<file path="config.mk">
export PLATFORM = sky130hd
export DESIGN_NAME = eor_edge_result
export DESIGN_NICKNAME = d
export VERILOG_FILES = /design/src/rtl/eor_debounce.v /design/src/rtl/eor_edge_result.v
export VERILOG_INCLUDE_DIRS = /design/src /design/src/rtl
export SDC_FILE = /design/constraint.sdc
export NUM_CORES = 2
export LEC_CHECK = 0
export BUFFER_PORTS_ARGS = -buffer_cell sky130_fd_sc_hd__buf_2
export CORE_AREA = 2 2 361 363
export CTS_CLUSTER_DIAMETER = 120
export DETAILED_ROUTE_END_ITERATION = 7
export DIE_AREA = 0 0 363 365
export MAX_ROUTING_LAYER = met4
export PLACE_DENSITY = 0.6
export SLEW_MARGIN = 20
export SYNTH_ARGS = -nofsm -noshare
export SYNTH_HDL_FRONTEND = slang
export SYNTH_SLANG_ARGS = --single-unit
</file>
<file path="constraint.sdc">
create_clock -name i_sys_clk -period 3.1 [get_ports i_sys_clk]
set_input_delay 0.155 -clock i_sys_clk [delete_from_list [all_inputs] [get_ports i_sys_clk]]
set_output_delay 0.155 -clock i_sys_clk [all_outputs]
set_load 0.02 [all_outputs]
</file>
<file path="src/rtl/eor_consts.vh">
`ifndef EOR_CONSTS_VH
`define EOR_CONSTS_VH
// geometry
`define EOR_NUM_EDGE        4
`define EOR_NUM_WIN         8
`define EOR_COORD_W         16
`define EOR_HIT_W           8
`define EOR_DEPTH_W         8
// analysis depth factory default
`define EOR_DEPTH_RESET     8'h01
// value selector codes
`define EOR_SEL_LX          3'h0
`define EOR_SEL_LZ          3'h1
`define EOR_SEL_RX          3'h2
`define EOR_SEL_RZ          3'h3
`define EOR_SEL_W           3'h4
`define EOR_SEL_H           3'h5
// scan timing
`define EOR_CLK_HZ          40000000
`define EOR_SCAN_MS         10
`define EOR_SCAN_CYC        ((`EOR_CLK_HZ / 1000) * `EOR_SCAN_MS)
`endif

</file>
<file path="src/rtl/eor_debounce.v">
`timescale 1ns/1ps
`include "eor_consts.vh"
// consecutive-evaluation filter for the object and result
module eor_debounce (
  // clock and reset
  input  wire                    i_sys_clk,
  input  wire                    i_rst_n,
  // evaluation strobe and raw result
  input  wire                    i_eval,
  input  wire                    i_raw,
  input  wire [`EOR_DEPTH_W-1:0] i_depth,
  // filtered result
  output reg                     o_result
);
  reg [`EOR_DEPTH_W-1:0] cnt_reg;   // consecutive equal new results
  reg                    prev_reg;  // previous raw result
  wire [`EOR_DEPTH_W-1:0] need;     // depth 0 treated as 1
  assign need = (i_depth == 8'h00) ? 8'h01 : i_depth;

  // count runs of a new raw value, switch after depth evaluations
  always @(posedge i_sys_clk) begin
    if (!i_rst_n) begin
      cnt_reg  <= 8'h00;
      prev_reg <= 1'b0;
      o_result <= 1'b0;
    end else if (i_eval) begin
      prev_reg <= i_raw;
      if (i_raw == o_result) begin
        cnt_reg <= 8'h00;
      end else if ((i_raw != prev_reg) && (cnt_reg != 8'h00)) begin
        cnt_reg <= 8'h01;
        if (need == 8'h01) begin
          o_result <= i_raw;
          cnt_reg  <= 8'h00;
        end
      end else if (cnt_reg + 8'h01 >= need) begin
        o_result <= i_raw;
        cnt_reg  <= 8'h00;
      end else begin
        cnt_reg <= cnt_reg + 8'h01;
      end
    end
  end
endmodule // eor_debounce

</file>
<file path="src/rtl/eor_edge_result.v">
`timescale 1ns/1ps
`include "eor_consts.vh"
// Behaviour
// - final edge result is edge AND object
// - no object config: edge state alone
// - separate left and right edge plausibility
// - edge values valid only when edge ok
// - analog value valid only when final ok
// - width is right X minus left X
// - height is right Z minus left Z
// - six millimetre values per edge window
// - two selectable fieldbus values per window
// - AND of selected windows with polarity
// - only enabled windows join the AND
// - result changes after depth equal evaluations
// - one evaluation per ten millisecond scan
// - analysis depth defaults to one
// - settings take effect only when applied
// - edge detected when run reaches threshold
// - object state hysteresis with on/off thresholds
module eor_edge_result #(
  parameter SCAN_CYC = `EOR_SCAN_CYC
) (
  // clock and reset
  input  wire         i_sys_clk,
  input  wire         i_rst_n,
  // per-window measurements, packed window 0 lowest
  input  wire [31:0]  i_run_left,      // 4 x 8 consecutive hits left
  input  wire [31:0]  i_run_right,     // 4 x 8 consecutive hits right
  input  wire [63:0]  i_hits,          // 8 x 8 hit counts, edge windows first
  input  wire [63:0]  i_left_edge_x,   // 4 x 16 mm coordinates
  input  wire [63:0]  i_left_edge_z,
  input  wire [63:0]  i_right_edge_x,
  input  wire [63:0]  i_right_edge_z,
  // staged configuration
  input  wire [3:0]   i_cfg_edge_en,   // edge window active
  input  wire [31:0]  i_cfg_seq_hits,  // 4 x 8 consecutive-hit threshold
  input  wire [7:0]   i_cfg_obj_en,    // object detection enable
  input  wire [7:0]   i_cfg_use,       // window selected in AND
  input  wire [7:0]   i_cfg_invert,    // 1 selects inverted polarity
  input  wire [63:0]  i_cfg_hits_on,   // 8 x 8
  input  wire [63:0]  i_cfg_hits_off,  // 8 x 8
  input  wire [7:0]   i_cfg_depth,     // analysis depth
  input  wire [11:0]  i_cfg_sel1,      // 4 x 3 fieldbus value 1 select
  input  wire [11:0]  i_cfg_sel2,      // 4 x 3 fieldbus value 2 select
  input  wire [1:0]   i_cfg_an_edge,   // analog source window
  input  wire [2:0]   i_cfg_an_sel,    // analog source value
  input  wire         i_apply,         // transfer staged settings
  // scan timing
  output reg          o_scan_tick,     // one-cycle evaluation strobe
  // results
  output reg  [3:0]   o_left_ok,
  output reg  [3:0]   o_right_ok,
  output reg  [3:0]   o_edge_state,
  output reg  [3:0]   o_final_state,
  output reg  [7:0]   o_obj_state,
  output wire         o_object_and_result,
  output wire         o_debounced_object_result,
  // measurement values
  output reg  [63:0]  o_width,
  output reg  [63:0]  o_height,
  output reg  [63:0]  o_pd_val1,
  output reg  [63:0]  o_pd_val2,
  output reg  [3:0]   o_pd_valid,
  output reg  [15:0]  o_analog_val,
  output reg          o_analog_valid
);
  // applied configuration copies
  reg [3:0]  edge_en_reg;
  reg [31:0] seq_reg;
  reg [7:0]  obj_en_reg;
  reg [7:0]  use_reg;
  reg [7:0]  inv_reg;
  reg [63:0] on_reg;
  reg [63:0] off_reg;
  reg [7:0]  depth_reg;
  reg [11:0] sel1_reg;
  reg [11:0] sel2_reg;
  reg [1:0]  an_edge_reg;
  reg [2:0]  an_sel_reg;
  // scan counter
  reg [31:0] scan_cnt_reg;
  // combinational per-window terms
  wire [3:0]  left_det;
  wire [3:0]  right_det;
  wire [7:0]  obj_next;
  wire [7:0]  and_terms;
  wire        obj_any;
  wire [63:0] w_calc;
  wire [63:0] h_calc;

  // pick one of the six values
  function [15:0] pick;
    input [2:0]  sel;
    input [15:0] lx;
    input [15:0] lz;
    input [15:0] rx;
    input [15:0] rz;
    input [15:0] w;
    input [15:0] h;
    begin
      case (sel)
        `EOR_SEL_LX: pick = lx;
        `EOR_SEL_LZ: pick = lz;
        `EOR_SEL_RX: pick = rx;
        `EOR_SEL_RZ: pick = rz;
        `EOR_SEL_W:  pick = w;
        `EOR_SEL_H:  pick = h;
        default:     pick = 16'h0000;
      endcase
    end
  endfunction

  // configuration only takes effect on apply
  always @(posedge i_sys_clk) begin
    if (!i_rst_n) begin
      edge_en_reg <= 4'h0;
      seq_reg     <= 32'h0000_0000;
      obj_en_reg  <= 8'h00;
      use_reg     <= 8'h00;
      inv_reg     <= 8'h00;
      on_reg      <= 64'h0;
      off_reg     <= 64'h0;
      depth_reg   <= `EOR_DEPTH_RESET;
      sel1_reg    <= 12'h000;
      sel2_reg    <= 12'h000;
      an_edge_reg <= 2'h0;
      an_sel_reg  <= 3'h0;
    end else if (i_apply) begin
      edge_en_reg <= i_cfg_edge_en;
      seq_reg     <= i_cfg_seq_hits;
      obj_en_reg  <= i_cfg_obj_en;
      use_reg     <= i_cfg_use;
      inv_reg     <= i_cfg_invert;
      on_reg      <= i_cfg_hits_on;
      off_reg     <= i_cfg_hits_off;
      depth_reg   <= i_cfg_depth;
      sel1_reg    <= i_cfg_sel1;
      sel2_reg    <= i_cfg_sel2;
      an_edge_reg <= i_cfg_an_edge;
      an_sel_reg  <= i_cfg_an_sel;
    end
  end

  // scan tick every 10 ms
  always @(posedge i_sys_clk) begin
    if (!i_rst_n) begin
      scan_cnt_reg <= 32'h0000_0000;
      o_scan_tick  <= 1'b0;
    end else if (scan_cnt_reg == SCAN_CYC - 1) begin
      scan_cnt_reg <= 32'h0000_0000;
      o_scan_tick  <= 1'b1;
    end else begin
      scan_cnt_reg <= scan_cnt_reg + 32'h0000_0001;
      o_scan_tick  <= 1'b0;
    end
  end

  // per edge window detection and geometry
  genvar g;
  generate
    for (g = 0; g < `EOR_NUM_EDGE; g = g + 1) begin : g_edge
      assign left_det[g]  = edge_en_reg[g] &&
                            (i_run_left[g*8 +: 8] >= seq_reg[g*8 +: 8]);
      assign right_det[g] = edge_en_reg[g] &&
                            (i_run_right[g*8 +: 8] >= seq_reg[g*8 +: 8]);
      assign w_calc[g*16 +: 16] = i_right_edge_x[g*16 +: 16] -
                                  i_left_edge_x[g*16 +: 16];
      assign h_calc[g*16 +: 16] = i_right_edge_z[g*16 +: 16] -
                                  i_left_edge_z[g*16 +: 16];
    end
    // object state hysteresis and AND terms
    for (g = 0; g < `EOR_NUM_WIN; g = g + 1) begin : g_obj
      assign obj_next[g] = !obj_en_reg[g] ? 1'b0 :
                           (i_hits[g*8 +: 8] >= on_reg[g*8 +: 8]) ? 1'b1 :
                           (i_hits[g*8 +: 8] <= off_reg[g*8 +: 8]) ? 1'b0 :
                           o_obj_state[g];
      assign and_terms[g] = !(use_reg[g] && obj_en_reg[g]) ? 1'b1 :
                            (o_obj_state[g] ^ inv_reg[g]);
    end
  endgenerate

  assign o_object_and_result = &and_terms;
  assign obj_any = |(use_reg & obj_en_reg);

  // filter the AND result once per scan
  eor_debounce u_deb (
    .i_sys_clk (i_sys_clk),
    .i_rst_n   (i_rst_n),
    .i_eval    (o_scan_tick),
    .i_raw     (o_object_and_result),
    .i_depth   (depth_reg),
    .o_result  (o_debounced_object_result)
  );

  // result and value registers, updated every cycle; object state once per scan
  integer k;
  always @(posedge i_sys_clk) begin
    if (!i_rst_n) begin
      o_left_ok      <= 4'h0;
      o_right_ok     <= 4'h0;
      o_edge_state   <= 4'h0;
      o_final_state  <= 4'h0;
      o_obj_state    <= 8'h00;
      o_width        <= 64'h0;
      o_height       <= 64'h0;
      o_pd_val1      <= 64'h0;
      o_pd_val2      <= 64'h0;
      o_pd_valid     <= 4'h0;
      o_analog_val   <= 16'h0000;
      o_analog_valid <= 1'b0;
    end else begin
      if (o_scan_tick) begin
        o_obj_state <= obj_next;
      end
      o_left_ok    <= left_det;
      o_right_ok   <= right_det;
      o_edge_state <= left_det | right_det;
      o_width      <= w_calc;
      o_height     <= h_calc;
      for (k = 0; k < `EOR_NUM_EDGE; k = k + 1) begin
        // gate by debounced object result when any object window is used
        o_final_state[k] <= (left_det[k] | right_det[k]) &
                            (obj_any ? o_debounced_object_result : 1'b1);
        o_pd_valid[k] <= left_det[k] | right_det[k];
        o_pd_val1[k*16 +: 16] <= pick(sel1_reg[k*3 +: 3],
          i_left_edge_x[k*16 +: 16], i_left_edge_z[k*16 +: 16],
          i_right_edge_x[k*16 +: 16], i_right_edge_z[k*16 +: 16],
          w_calc[k*16 +: 16], h_calc[k*16 +: 16]);
        o_pd_val2[k*16 +: 16] <= pick(sel2_reg[k*3 +: 3],
          i_left_edge_x[k*16 +: 16], i_left_edge_z[k*16 +: 16],
          i_right_edge_x[k*16 +: 16], i_right_edge_z[k*16 +: 16],
          w_calc[k*16 +: 16], h_calc[k*16 +: 16]);
      end
      // analog value only while final state of chosen window is ok
      o_analog_valid <= o_final_state[an_edge_reg];
      o_analog_val   <= o_final_state[an_edge_reg] ?
        pick(an_sel_reg,
          i_left_edge_x[an_edge_reg*16 +: 16], i_left_edge_z[an_edge_reg*16 +: 16],
          i_right_edge_x[an_edge_reg*16 +: 16], i_right_edge_z[an_edge_reg*16 +: 16],
          w_calc[an_edge_reg*16 +: 16], h_calc[an_edge_reg*16 +: 16]) :
        16'h0000;
    end
  end
endmodule // eor_edge_result

</file>
==> metrics.md <==
| Metric | Value |
|---|---|
| Status | finished clean |
| Hold Vio Cnt, Final | 0 |
| Final setup viols | 0 |
| Inserted Clock Buffers | 72 |
| GPL Wtd Cong | 1.02 |
| Clock buffer depth | 3 |
| DR WL/cell | 24.5 µm |
| Number of global-route vias before repair | 38.1k |
| Clock Sinks | 565 |
| CTS H-tree lvls | 3 |
| Layout Nets | 6,591 |
| Netlist cell types | 88 |
| Final worst slack | 46.0 ps |
| Most common cell after layout, fill and taps aside | buf_2 |
| Drt total wl | 181 mm |
| Clock Skew | 31.6 ps |
| Antenna violations before repair | 28 |
| Final Cycle Share | 98.5% |
| Clk_lat worst skew | 680 ps |
| GR Util All Layers | 27.0% |
| First-pass GRT wire length | 256 mm |
| Most frequent cells in the layout | buf_2 (913), nor2_1 (640), dfxtp_1 (552) |
| #FFs+latches synth | 565 |
| FILL cells | 12.9k |
| Max Freq | 0.327 GHz |
| Hold Path Class | input pin to flip-flop |
| Worst-path clk slew | 60 ps |
| Synth-to-Final Area Change | 38.9% |
| Minimum clock period | 3050 ps |
| Max Cap Viol | 0 |
| Slew Limit Fails | 0 |
| Largest net degree at the start of global routing | 115 |
| Worst hold start | i_left_edge_z[46] |
| Antenna Nets Post-Route | 0 |
| Share of layout cells above drive strength 1 | 25.7% |
| Post-synth design cell area | 0.0368 mm² |
| Vias post-DR | 38.7k |
| Reg-to-Reg End | o_pd_val2[18] |
| Initial core utilization | 28.6% |
| Setup TNS | 0 ps |
| Core Box Area | 0.129 mm² |
| Worst R2R Setup Slack | 220 ps |
| Avg Cell Area, Syn | 8.63 µm² |
| Post-synth EDFFs | 0 |
| DR pass1 iterations | 6 |
| R2R cell count | 8 |
| Vias/cell | 5.23 |
| Initial DRC Count | 3,766 |
| Max IR drop VDD | 0.000399 V |
| Drc violations | 0 |
| Actual slew at the worst max-slew pin | 974 ps |
| Port-buffer cells | 915 |
| Worst rel slew slack | 35.1% |
| CTS root buffer | clkbuf_16 |
| I/O Pins | 916 |
| Cells after Synth | 4,262 |
| Width of the die | 363 µm |
| Hold EP | o_pd_val2[46] |
| Share of synthesized flip-flops with an asynchronous set or reset | 0% |
| Die Area | 0.132 mm² |
| GR Overflow Total | 0 |
| WHS Path Cells | 4 |
| Net Count, Synth | 5,211 |
| Detail Placement HPWL | 143 mm |
| Critical path class | input pin to flip-flop |
| Critical path fanouts, max | 5 |
| Area after DPL | 0.0447 mm² |
| Register area share after synthesis | 30.8% |
| Ys Warns | 0 |
| Power density cells | 490 mW/mm² |
| Final hold slack | 56.0 ps |
| Die Y | 365 µm |
| CTS tree | done |
| Num rows | 132 |
| Final core occ | 39.7% |
| Crit. End Element | flip-flop |
| RSZ-0062 raised after global routing | yes |
| Startpoint types | input pin |
| Leak | 23.5 nW |
| WP data required | 3700 ps |
| Post-place setup slack | -254 ps |
| CP arrival | 3650 ps |
| Reg2reg start | sel2_reg[3] |
| Synth Flop Type | dfxtp_1 |
| Design Area, Final | 0.0511 mm² |
[synth_stat cells, types with 94 or more instances]
master / number / share of area, %
a21o_1: 95 / 1.9
a21oi_1: 313 / 4.3
ha_1: 329 / 11
mux2i_1: 327 / 8.9
inv_1: 330 / 3.4
nand2_1: 157 / 1.6
dfxtp_1: 565 / 31
mux4_2: 115 / 7.0
nor2_1: 641 / 6.5
and2_1: 94 / 1.6
o21ai_0: 172 / 2.3
clkbuf_1: 189 / 1.9
[cell families after synthesis]
| family | after synthesis | synth area share, % |
|---|---|---|
| compound gates | 978 | 17.0 |
| simple gates | 1205 | 14.8 |
| buf+inv | 573 | 5.91 |
| xor+xnor | 148 | 3.52 |
| fa+ha+maj | 337 | 11.6 |
| mux | 456 | 16.4 |
| flops | 565 | 30.8 |
[worst max path at each step]
stage,from,end,slack [ps],depth (start not counted)
after floorplan,depth_reg[4],u_deb.cnt_reg[1],440,14
after global placement,i_right_edge_x[16],o_pd_val2[28],-190,16
after detailed placement,i_left_edge_x[33],o_analog_val[9],-250,13
after CTS,i_left_edge_z[49],o_analog_val[11],40,15
after global routing,i_left_edge_z[34],o_analog_val[11],-40,13
final,i_left_edge_z[34],o_analog_val[11],50,13
[stage by stage]
| step | instances | total power, W |
|---|---|---|
| after detailed placement | 6866 | 0.0155 |
| after global routing | 7393 | 0.0261 |
| after global placement | 6866 | 0.0154 |
| after floorplan | 4262 | 0.0122 |
| after CTS | 7375 | 0.0251 |
| final | 7395 | 0.0250 |
[critical path, stage by stage]
cell and delay [ps]:
dlygate4sd3_1 600, buf_2 190, inv_1 70, ha_1 260
o31ai_1 480, a21oi_1 160, o21ai_1 210, o21a_1 280
xnor2_1 180, a211oi_1 120, o311ai_1 580, buf_4 220
and3_1 140
[area by class of cell]
| class | count | area (µm²) | share of cell area (%) |
|---|---|---|---|
| Multi-Input combinational cell | 3124 | 23400 | 45.8 |
| Sequential cell | 565 | 11300 | 22.2 |
| Timing Repair Buffer | 1543 | 10400 | 20.4 |
| Tap cell | 1675 | 2100 | 4.10 |
| Clock buffer | 100 | 2020 | 3.96 |
| Inverter | 336 | 1270 | 2.48 |
| Clock inverter | 33 | 483 | 0.945 |
| Antenna cell | 19 | 47.5 | 0.0931 |
[per-layer routing]
metal | global-route usage (%) | wire [µm] | vias to the layer above
met5 | - | 0 | -
li1 | - | - | 17800
met3 | 4.75 | 14000 | 440
met4 | 11.8 | 7940 | 0
met1 | 34.5 | 77300 | 18500
met2 | 41.9 | 82000 | 1828
[power by group]
part | total [W] | switching, W | leakage [nW] | internal (W)
Clock | 0.00910 | 0.00366 | 1.22 | 0.00543
Sequential | 0.00825 | 0.000404 | 4.67 | 0.00785
Combinational | 0.00770 | 0.00443 | 17.6 | 0.00327
[repair_timing]
item                                   CTS  global route
hold buffers                           376             0
resized for setup                        0            17
buffers inserted                         0             1
setup endpoints to repair                0            19
endpoints found under the hold margin  321             0
No activity file was read; power rests on OpenSTA's default activity.
